`config.mk`:
```
export PLATFORM = sky130hd
export DESIGN_NAME = pll_dynamic_phase_shift
export DESIGN_NICKNAME = d
export VERILOG_FILES = /design/src/ps_sync2.v /design/src/ps_tap_bank.v /design/src/pll_dynamic_phase_shift.v
export VERILOG_INCLUDE_DIRS = /design/src
export SDC_FILE = /design/constraint.sdc
export NUM_CORES = 1
export LEC_CHECK = 0
export ABC_CLOCK_PERIOD_IN_PS = 2400
export BUFFER_PORTS_ARGS = -buffer_cell sky130_fd_sc_hd__clkbuf_2
export CAP_MARGIN = 20
export CORE_ASPECT_RATIO = 0.7
export CORE_MARGIN = 2
export CORE_UTILIZATION = 40
export CTS_BUF_LIST = sky130_fd_sc_hd__clkbuf_4 sky130_fd_sc_hd__clkbuf_8 sky130_fd_sc_hd__clkbuf_16
export DETAILED_ROUTE_END_ITERATION = 8
export PLACE_DENSITY_LB_ADDON = 0.25
export RECOVER_POWER = 50
export SYNTH_ARGS = -nofsm -noshare
export SYNTH_HDL_FRONTEND = slang
export SYNTH_HIERARCHICAL = 1
export SYNTH_SLANG_ARGS = --single-unit
export TNS_END_PERCENT = 100
```
`constraint.sdc`:
```
create_clock -name sys_clk -period 2.4 [get_ports sys_clk]
set_input_delay 0.12 -clock sys_clk [delete_from_list [all_inputs] [get_ports sys_clk]]
set_output_delay 0.12 -clock sys_clk [all_outputs]
set_load 0.02 [all_outputs]
```
`src/phase_shift_regs.vh`:
```
/*
  Register map, field positions, reset values and timing counts of the
  dynamic phase-shift block. Assumes a 40 MHz system clock and APB access.
*/
`ifndef PHASE_SHIFT_REGS_VH
`define PHASE_SHIFT_REGS_VH

// ----------------------------------------------------------------------
// Register offsets (byte addresses)
// ----------------------------------------------------------------------
`define PS_CTRL_OFFSET      12'h000
`define PS_STATUS_OFFSET    12'h004
`define PS_TAP_BASE_OFFSET  12'h010
`define PS_TAP_LAST_OFFSET  12'h038

// ----------------------------------------------------------------------
// Fields
// ----------------------------------------------------------------------
`define PS_CTRL_SETTLE_LSB  0
`define PS_CTRL_SETTLE_MSB  7
`define PS_STAT_DONE_BIT    0
`define PS_STAT_BUSY_BIT    1
`define PS_STAT_COUNT_LSB   16

// ----------------------------------------------------------------------
// Reset values and counts
// ----------------------------------------------------------------------
`define PS_SETTLE_RESET     8'h03
`define PS_TAP_BITS         3
`define PS_NUM_TARGETS      11
`define PS_SEL_ALL          4'h0
`define PS_SEL_FEEDBACK     4'h1
`define PS_SEL_FIRST_OUT    4'h2
`define PS_SEL_LAST_OUT     4'hb

`endif

```
`src/ps_sync2.v`:
```
/*
  Two-flop synchroniser for one level.
  Assumes the input is asynchronous to clk.
*/
`timescale 1ns/10ps
`default_nettype none
module ps_sync2
(
  input  wire clk,
  input  wire reset,
  input  wire asyncIn,
  output wire syncOut
);
  reg meta_q;
  reg sync_q;

  // First stage feeds only the second stage
  always @(posedge clk or posedge reset)
  begin
    if (reset)
    begin
      meta_q <= 1'b0;
      sync_q <= 1'b0;
    end
    else
    begin
      meta_q <= asyncIn;
      sync_q <= meta_q;
    end
  end

  assign syncOut = sync_q;
endmodule
`default_nettype wire

```
`src/ps_tap_bank.v`:
```
/*
  Phase-tap selections, one per target (feedback + ten output dividers).
  Assumes the caller gives a one-hot or all-ten-dividers select and a one-cycle step.
*/
`timescale 1ns/10ps
`default_nettype none
`include "phase_shift_regs.vh"
module ps_tap_bank
(
  input  wire                          clk,
  input  wire                          reset,
  input  wire [`PS_NUM_TARGETS-1:0]    stepSel,
  input  wire                          stepNow,
  input  wire                          stepUp,
  input  wire [3:0]                    readIdx,
  output reg  [`PS_TAP_BITS-1:0]       readTap,
  output wire [`PS_NUM_TARGETS*3-1:0]  tapsFlat
);
  genvar g;
  generate
    for (g = 0; g < `PS_NUM_TARGETS; g = g + 1)
    begin : tapGen
      reg [`PS_TAP_BITS-1:0] tap_q;
      // Eighth-period tap wraps modulo eight, so steps accumulate without limit
      always @(posedge clk or posedge reset)
      begin
        if (reset)
          tap_q <= 3'h0;
        else if (stepNow && stepSel[g])
          tap_q <= stepUp ? tap_q + 3'h1 : tap_q - 3'h1;
      end
      assign tapsFlat[g*3 +: 3] = tap_q;
    end
  endgenerate

  always @(posedge clk or posedge reset)
  begin
    if (reset)
      readTap <= 3'h0;
    else if (readIdx < `PS_NUM_TARGETS)
      readTap <= tapsFlat[readIdx*3 +: 3];
    else
      readTap <= 3'h0;
  end
endmodule
`default_nettype wire

```
`src/pll_dynamic_phase_shift.v`:
```
/*
  Dynamic phase-shift controller: handshake on the reconfiguration clock,
  tap selections per counter, APB access to status and taps.
  Assumes reconfClk and the handshake inputs are asynchronous to sys_clk
  and that reconfClk is slow enough (200 ns) for edge detection at 40 MHz.
*/
// Operation
// Each step moves the chosen counter phase by one eighth VCO period.
// Output clocks keep running during adjustment; nothing is gated.
// A step increments or decrements the tap selection of the target.
// Four-bit select picks feedback counter or one output divider.
// Select code zero steps every output divider at once.
// Code one is feedback; codes two to eleven are dividers zero to nine.
// Direction one advances phase, zero retards it.
// Step request is sampled on the falling reconfiguration clock edge.
// Controller holds step request high at least two clock cycles.
// Pulses at least one cycle apart; each pulse means one step.
// Second rising edge after sampling captures direction and select.
// Done falls on that same rising edge, stays low until finished.
// Done rises on internal timing, not on a clock edge.
// Controller assumes no fixed low time of done.
// Controller sets inputs, raises request, waits done low, drops, waits high.
// No new step until done has risen.
// Handshake is synchronous to reconfiguration clock; device drives done.
// Controller supplies a free-running reconfiguration clock.
// Unlimited consecutive steps accumulate.
// Codes twelve to fifteen select no counter.
`timescale 1ns/10ps
`default_nettype none
`include "phase_shift_regs.vh"
module pll_dynamic_phase_shift
(
  input  wire        sys_clk,
  input  wire        reset,
  input  wire        reconfClk,
  input  wire        stepRequest,
  input  wire        stepUp,
  input  wire [3:0]  counterSelect,
  output reg         shiftDone,
  output wire [32:0] tapSelects,
  input  wire        psel,
  input  wire        penable,
  input  wire        pwrite,
  input  wire [11:0] paddr,
  input  wire [31:0] pwdata,
  output reg  [31:0] prdata,
  output wire        pready,
  output wire        pslverr
);
  // --------------------------------------------------------------------
  // Input synchronisers
  // --------------------------------------------------------------------
  wire clkS;
  wire reqS;
  wire upS;
  wire [3:0] selS;

  ps_sync2 uClk (.clk(sys_clk), .reset(reset), .asyncIn(reconfClk), .syncOut(clkS));
  ps_sync2 uReq (.clk(sys_clk), .reset(reset), .asyncIn(stepRequest), .syncOut(reqS));
  ps_sync2 uUp  (.clk(sys_clk), .reset(reset), .asyncIn(stepUp), .syncOut(upS));

  genvar s;
  generate
    for (s = 0; s < 4; s = s + 1)
    begin : selSync
      ps_sync2 uSel (.clk(sys_clk), .reset(reset), .asyncIn(counterSelect[s]),
                     .syncOut(selS[s]));
    end
  endgenerate

  // --------------------------------------------------------------------
  // Reconfiguration clock edge detection
  // --------------------------------------------------------------------
  reg clkPrev_q;
  wire riseEdge = clkS & ~clkPrev_q;
  wire fallEdge = ~clkS & clkPrev_q;

  always @(posedge sys_clk or posedge reset)
  begin
    if (reset)
      clkPrev_q <= 1'b0;
    else
      clkPrev_q <= clkS;
  end

  // --------------------------------------------------------------------
  // Handshake state machine
  // --------------------------------------------------------------------
  localparam IDLE   = 3'd0;
  localparam WAIT1  = 3'd1;
  localparam WAIT2  = 3'd2;
  localparam SETTLE = 3'd3;
  localparam HOLD   = 3'd4;

  reg [2:0]  state_q;
  reg [2:0]  state_d;
  reg [7:0]  settle_q;
  reg [7:0]  settleCnt_q;
  reg        dir_q;
  reg [3:0]  sel_q;
  reg        stepNow_q;
  reg [15:0] stepCount_q;

  // Select decode: all dividers, feedback, one divider, or nothing
  reg [`PS_NUM_TARGETS-1:0] selDecode;
  always @*
  begin
    selDecode = {`PS_NUM_TARGETS{1'b0}};
    if (sel_q == `PS_SEL_ALL)
      selDecode = {{(`PS_NUM_TARGETS-1){1'b1}}, 1'b0};
    else if (sel_q == `PS_SEL_FEEDBACK)
      selDecode[0] = 1'b1;
    else if (sel_q <= `PS_SEL_LAST_OUT)
      selDecode[sel_q - 4'h1] = 1'b1;
    // Codes above eleven leave every bit clear
  end

  always @*
  begin
    state_d = state_q;
    case (state_q)
      IDLE:
        if (fallEdge && reqS)
          state_d = WAIT1;
      WAIT1:
        if (riseEdge)
          state_d = WAIT2;
      WAIT2:
        if (riseEdge)
          state_d = SETTLE;
      SETTLE:
        if (settleCnt_q == 8'h00)
          state_d = HOLD;
      HOLD:
        // One step per pulse: wait for the request to drop
        if (!reqS)
          state_d = IDLE;
      default:
        state_d = IDLE;
    endcase
  end

  always @(posedge sys_clk or posedge reset)
  begin
    if (reset)
    begin
      state_q     <= IDLE;
      shiftDone   <= 1'b1;
      dir_q       <= 1'b0;
      sel_q       <= 4'h0;
      stepNow_q   <= 1'b0;
      settleCnt_q <= 8'h00;
      stepCount_q <= 16'h0000;
    end
    else
    begin
      state_q   <= state_d;
      stepNow_q <= 1'b0;
      if (state_q == WAIT2 && riseEdge)
      begin
        dir_q       <= upS;
        sel_q       <= selS;
        shiftDone   <= 1'b0;
        settleCnt_q <= settle_q;
      end
      else if (state_q == SETTLE)
      begin
        if (settleCnt_q == 8'h00)
        begin
          // Done rises off the internal count, not a clock edge
          shiftDone   <= 1'b1;
          stepNow_q   <= 1'b1;
          stepCount_q <= stepCount_q + 16'h0001;
        end
        else
          settleCnt_q <= settleCnt_q - 8'h01;
      end
    end
  end

  // --------------------------------------------------------------------
  // Tap bank; taps move without ever stopping the output clocks
  // --------------------------------------------------------------------
  wire [2:0] readTap;
  wire [3:0] readIdx = paddr[5:2] - 4'h4;

  ps_tap_bank uTaps
  (
    .clk      (sys_clk),
    .reset    (reset),
    .stepSel  (selDecode),
    .stepNow  (stepNow_q),
    .stepUp   (dir_q),
    .readIdx  (readIdx),
    .readTap  (readTap),
    .tapsFlat (tapSelects)
  );

  // --------------------------------------------------------------------
  // APB slave
  // --------------------------------------------------------------------
  reg rdPend_q;
  wire access = psel & penable;
  wire isCtrl = paddr == `PS_CTRL_OFFSET;
  wire isStat = paddr == `PS_STATUS_OFFSET;
  wire isTap  = paddr >= `PS_TAP_BASE_OFFSET && paddr <= `PS_TAP_LAST_OFFSET
                && paddr[1:0] == 2'b00;
  wire mapped = isCtrl | isStat | isTap;

  // Tap reads wait one cycle so the tap comes out of its register
  assign pready  = ~(access & ~pwrite & isTap & ~rdPend_q);
  assign pslverr = access & pready & ~mapped;

  always @(posedge sys_clk or posedge reset)
  begin
    if (reset)
    begin
      settle_q <= `PS_SETTLE_RESET;
      rdPend_q <= 1'b0;
    end
    else
    begin
      rdPend_q <= access & ~pwrite & isTap & ~rdPend_q;
      if (access && pwrite && isCtrl)
        settle_q <= pwdata[`PS_CTRL_SETTLE_MSB:`PS_CTRL_SETTLE_LSB];
    end
  end

  always @(posedge sys_clk or posedge reset)
  begin
    if (reset)
      prdata <= 32'h00000000;
    else if (psel && !penable)
    begin
      if (isCtrl)
        prdata <= {24'h000000, settle_q};
      else if (isStat)
        prdata <= {stepCount_q, 14'h0000, state_q != IDLE, shiftDone};
      else
        prdata <= 32'h00000000;
    end
    // Tap data must stand in the cycle in which pready is high
    else if (access && !pwrite && isTap && !rdPend_q)
      prdata <= {29'h00000000, readTap};
  end
endmodule
`default_nettype wire

```
# == After elaboration in Yosys (flattened, before gate mapping) ==
# Index checks and enable logic that the tools add are counted.
# totals
reg_bits,126
input_bits,56
elab_cells,175
output_inout_bits,68
# op_classes
mux,37
bitwise,17
n_eq_ne,12
n_addsub,26
multipliers,1
order_cmp,6
n_reduce_logical,38
shifts,1
# op_table
operator,n
32-bit 2-to-1 mux,4
3-bit 2-to-1 mux,17
3-bit by 1-bit adder with 3-bit output (second input constant),11
33-bit by 7-bit variable part select with 3-bit output,1
3-bit by 1-bit subtractor with 3-bit output (second input constant),11
8-bit 2-to-1 mux,3
1-bit logical AND,22
11-bit 2-to-1 mux,2
16-bit by 1-bit adder with 16-bit output (second input constant),1
3-bit one-hot mux with 5 select lines,1
12-bit by 3-bit equality test with 1-bit output (second input constant),1
12-bit by 5-bit greater-or-equal comparator with 1-bit output (second input constant),1
12-bit by 6-bit <= comparator with 1-bit output (second input constant),1
12-bit zero test,1
10-bit 2-to-1 mux,1
2-bit inequality test (second input constant),5
1-bit bitwise AND,8
8-bit zero test,1
1-bit 2-to-1 mux,8
8-bit by 1-bit subtractor with 8-bit output (second input constant),1
1-bit inverter,7
3-bit by 2-bit equality test with 1-bit output (second input constant),2
4-bit by 2-bit multiplier with 6-bit output (second input constant),1
2-bit nonzero test,3
20 further kinds,24

# == Logic depth before layout (Yosys ltp) ==
# logic_depth
word_depth,9
depth_mapped,7
ltp_nobuf,6

# == By module ==
# The synthesis kept the hierarchy.
# modules_own_cells
mod,area_each_um2,cells_each,seq_area_each_um2,instances
pll_dynamic_phase_shift,3368.2,311,1705.4,1
ps_tap_bank,1959.4,149,900.9,1
ps_sync2,53.8,3,50.0,7

# == Least setup slack after synthesis ==
# No wires, ideal clock.
# synth_path
path_kind,register to register
start,reg settleCnt_q[0]
end,reg state_q[0]
path_buffers,1
t_arrival_ps,1907
t_required_ps,2272
stages_incl_launch_ff,8
slack_ps,366
setup_ps,128
synth_period_minus_slack_ps,2034
cell_sequence,dfrtp_1 -> inv_1 -> ha_1 -> or3b_1 -> clkbuf_1 -> o21ai_2 -> o31ai_1 -> mux2_1
# synth_between
elab_chain_cells,3
# synth_lines
item,line,source
"start, declared",pll_dynamic_phase_shift.v:98,reg [7:0] settleCnt_q;
"start signal, assigned",pll_dynamic_phase_shift.v:164,settleCnt_q <= settle_q;
"start signal, assigned",pll_dynamic_phase_shift.v:176,settleCnt_q <= settleCnt_q - 8'h01;
8-bit zero test,pll_dynamic_phase_shift.v:132,if (settleCnt_q == 8'h00)
2-bit inequality test (no line),-,
5-bit AND reduction (no line),-,
"end signal, assigned",pll_dynamic_phase_shift.v:157,state_q <= state_d;
"end, declared",pll_dynamic_phase_shift.v:95,reg [2:0] state_q;
# Every way passes these cells.
# A chain may end at the register's enable or synchronous reset.

# == Worst setup path in the final report ==
# layout_path
start,reg settleCnt_q[0]
end,reg stepCount_q[13]
# layout_between
elab_chain_cells,2
# layout_lines
item,line,source
8-bit zero test,pll_dynamic_phase_shift.v:168,if (settleCnt_q == 8'h00)
3-bit AND reduction (no line),-,
"end signal, assigned",pll_dynamic_phase_shift.v:173,stepCount_q <= stepCount_q + 16'h0001;
"end, declared",pll_dynamic_phase_shift.v:102,reg [15:0] stepCount_q;
# Every way passes these cells.

==> reports/qor.yml <==
outcome:
  status: "finished clean"
global_route:
  grt_first_pass_wirelength_um: 21600
  track_usage_pct: 18.2
  grt.overflow.total: 0
  grt_pass1_vias: 4108
  grt_start_max_net_pins: 47
  antenna_found_initial: 0
sta:
  tightest_slew_ns: 0.935
  finalSetupTns_ns: 0
  hold_ws_ns: 0.259
  slew_headroom_pct: 37.7
  fin_crit_sh_pct: 91.3
  finalHoldViolations: 0
  period_minus_slack_ns: 2.19
  maxSlewViolCount: 0
  skew_ns: 0.0225
  worst_slack_ns: 0.208
  setup-violations-final: 0
  rsz0062_at_grt: "false"
  clock.fmax_mhz: 456
power_and_ir_drop:
  peakVddDrop_uv: 526
  power_density_mw_per_mm2: 1150
  p_total_mw: 8.15
  p_leak_nw: 3.36
finish:
  finish.utilization_pct: 50.8
  fillers: 1261
  drive_gt1_share_pct: 23.3
  multi_input_area_mm2: 0.00254
  seq_area_mm2: 0.00296
  fin_cells: 800
  area_delta_synth_final_pct: 23.8
  mostFrequentLayoutCells: "dfrtp_1 (115), clkbuf_2 (63), nand2_1 (43), xor2_1 (31), clkbuf_1 (29)"
  postLayoutCellArea_mm2: 0.00706
  diodes: 0
  nets: 669
  final_common_cell: "dfrtp_1"
worst_setup_path:
  crit_arrival_ns: 2.50
  path_cells: "inv_1 > ha_1 > or3b_1 > nor4_4 > nand4_1 > xnor2_1"
  max_stage_delay_ns: 0.57
  crit_path_top_delay_cell: "or3b_1"
  worstPathRequired_ns: 2.71
  cp-end-kind: "flop"
  path_max_fanout: 7
  critPathLaunchType: "flop"
  path_class: "flop to flop"
die:
  fp.dieW_um: 147
  die_height_um: 104
  ios: 124
  initial_utilization_pct: 41.0
  core.rowCount: 36
  core_mm2: 0.0139
  die_area_mm2: 0.0152
routing:
  wl_um: 13100
  viasPerCell: 5.18
  route.detailed.drc: 0
  num_vias: 4143
  postRouteAntennaNets: 0
  drt_pre_antenna_iters: 4
  drtIter0Drc: 278
  wl_per_cell_um: 16.3
clock_network:
  worst_skew_pair.late_latency_ns: 0.43
  clockRootBuffer: "clkbuf_16"
  clk_pin_slew_ns: 0.06
  post_cts_buffers: 0
  cts_buffer_depth: 2
  cts.sinks: 118
  htree_levels: 4
  tritoncts: "built"
  postCtsResizedCells: 0
  cts_buffers: 17
place:
  placed_cells: 752
  placedInstanceArea_mm2: 0.00635
  place_congestion: 0.825
  portBuffers: 91
  place.detailed.hpwl_um: 9490
  dp_slack_ns: 0.120
yosys:
  async_flop_share_pct: 100
  ys_types: 65
  synth_seq_cells: 118
  syn_area_per_cell_um2: 11.9
  synth_area_mm2: 0.00570
  synthFlopType: "dfrtp_1"
  synth_cells: 481
  synth_edf_count: 0
  seq_area_frac_synth_pct: 51.8
  synth_warnings: 6
min_path:
  hp-class: "input pin to async pin"
run:
  max_cap_viol_count: 0
==> flip-flops by register name (all words and copies together) (netlist names) <==
signal / cells
dir_q: 1
uClk/meta_q: 1
uTaps/tapGen.tap_q: 33
uUp/syncOut: 1
uUp/meta_q: 1
uReq/meta_q: 1
settle_q: 8
selSync.uSel/meta_q: 4
clkPrev_q: 1
stepNow_q: 1
settleCnt_q: 8
prdata: 24
sel_q: 4
uTaps/readTap: 3
state_q: 3
uReq/syncOut: 1
uClk/syncOut: 1
rdPend_q: 1
stepCount_q: 16
selSync.uSel/syncOut: 4
shiftDone: 1
==> where the power goes <==
group	switching [mW]	internal (mW)
logic	1.48	1.09
registers	0.594	2.44
clock network	0.936	1.59
total	3.01	5.13
==> worst max-delay path, delay by kind of cell (launching register included) <==
family / cells / cell delay [ns]
adder cells (fa/ha/maj): 1 / 0.23
flip-flops: 1 / 0.42
buffers and inverters: 1 / 0.08
XOR/XNOR: 1 / 0.16
AND/OR/NAND/NOR: 3 / 1.18
==> what timing repair did <==
action	CTS	global route
hold endpoints to repair	86	0
endpoints found under the setup margin	0	2
hold buffers	16	0
==> cells by family (layout without fill, tap and decap cells) <==
| group | count (synthesis) | after routing | synth area share [%] |
|---|---|---|---|
| simple gates | 144 | 144 | 13.7 |
| flops | 118 | 118 | 51.8 |
| compound gates | 63 | 63 | 9.21 |
| xor+xnor | 55 | 55 | 8.44 |
| buf+inv | 48 | 170 | 4.06 |
| mux | 36 | 36 | 7.74 |
| fa+ha+maj | 16 | 16 | 4.96 |
| other cells | 1 | 8 | 0.0657 |
==> cells in the mapped netlist (4+ instances only) <==
cell / number / area share [%]
nor2_1: 26 / 1.7
nand2_1: 43 / 2.8
fa_1: 11 / 3.9
xor2_1: 31 / 4.8
xnor2_1: 24 / 3.7
inv_1: 22 / 1.4
and3_1: 5 / 0.55
buf_4: 9 / 1.2
a22o_1: 21 / 3.2
dfrtp_1: 115 / 50
nand4_1: 6 / 0.66
mux2i_1: 7 / 1.2
nor3_1: 17 / 1.5
nand3_1: 16 / 1.4
o21ai_1: 4 / 0.35
mux2_2: 24 / 4.7
o211ai_1: 4 / 0.53
ha_1: 5 / 1.1
clkbuf_1: 13 / 0.86
nor2b_1: 5 / 0.55
==> cell type report <==
type	count	area share (%)
clock inverters	13	2.09
repair buffers	116	9.12
inverters	22	1.17
multi-input cells	322	36.0
flip-flops and latches	118	41.9
clock buffers	19	6.41
well taps	190	3.37
==> routing by layer <==
metal | routed length [µm] | GRT usage, % | vias up
li1 | - | - | 1924
met1 | 6350 | 26.4 | 2115
met2 | 5880 | 25.7 | 96
met3 | 740 | 6.36 | 8
met4 | 99 | 5.34 | 0
met5 | 0 | 0 | -
==> final timing paths <==
kind	startpoint	end	cells past startpoint	slack, ns
min in group sys_clk	paddr[10]	prdata[4]$_DFFE_PP0P_	5	0.30
setup reg to reg	settleCnt_q[0]$_DFFE_PP0P_	stepCount_q[13]$_DFFE_PP0P_	6	0.21
hold reg to reg	selSync[1].uSel/meta_q$_DFF_PP0_	selSync[1].uSel/syncOut$_DFF_PP0_	0	0.35
setup / recovery	settleCnt_q[0]$_DFFE_PP0P_	stepCount_q[13]$_DFFE_PP0P_	6	0.21
hold / removal	reset	selSync[0].uSel/meta_q$_DFF_PP0_	3	0.26
max in group asynchronous	reset	stepCount_q[14]$_DFFE_PP0P_	4	0.57
Power figures use the tool's default switching activity.
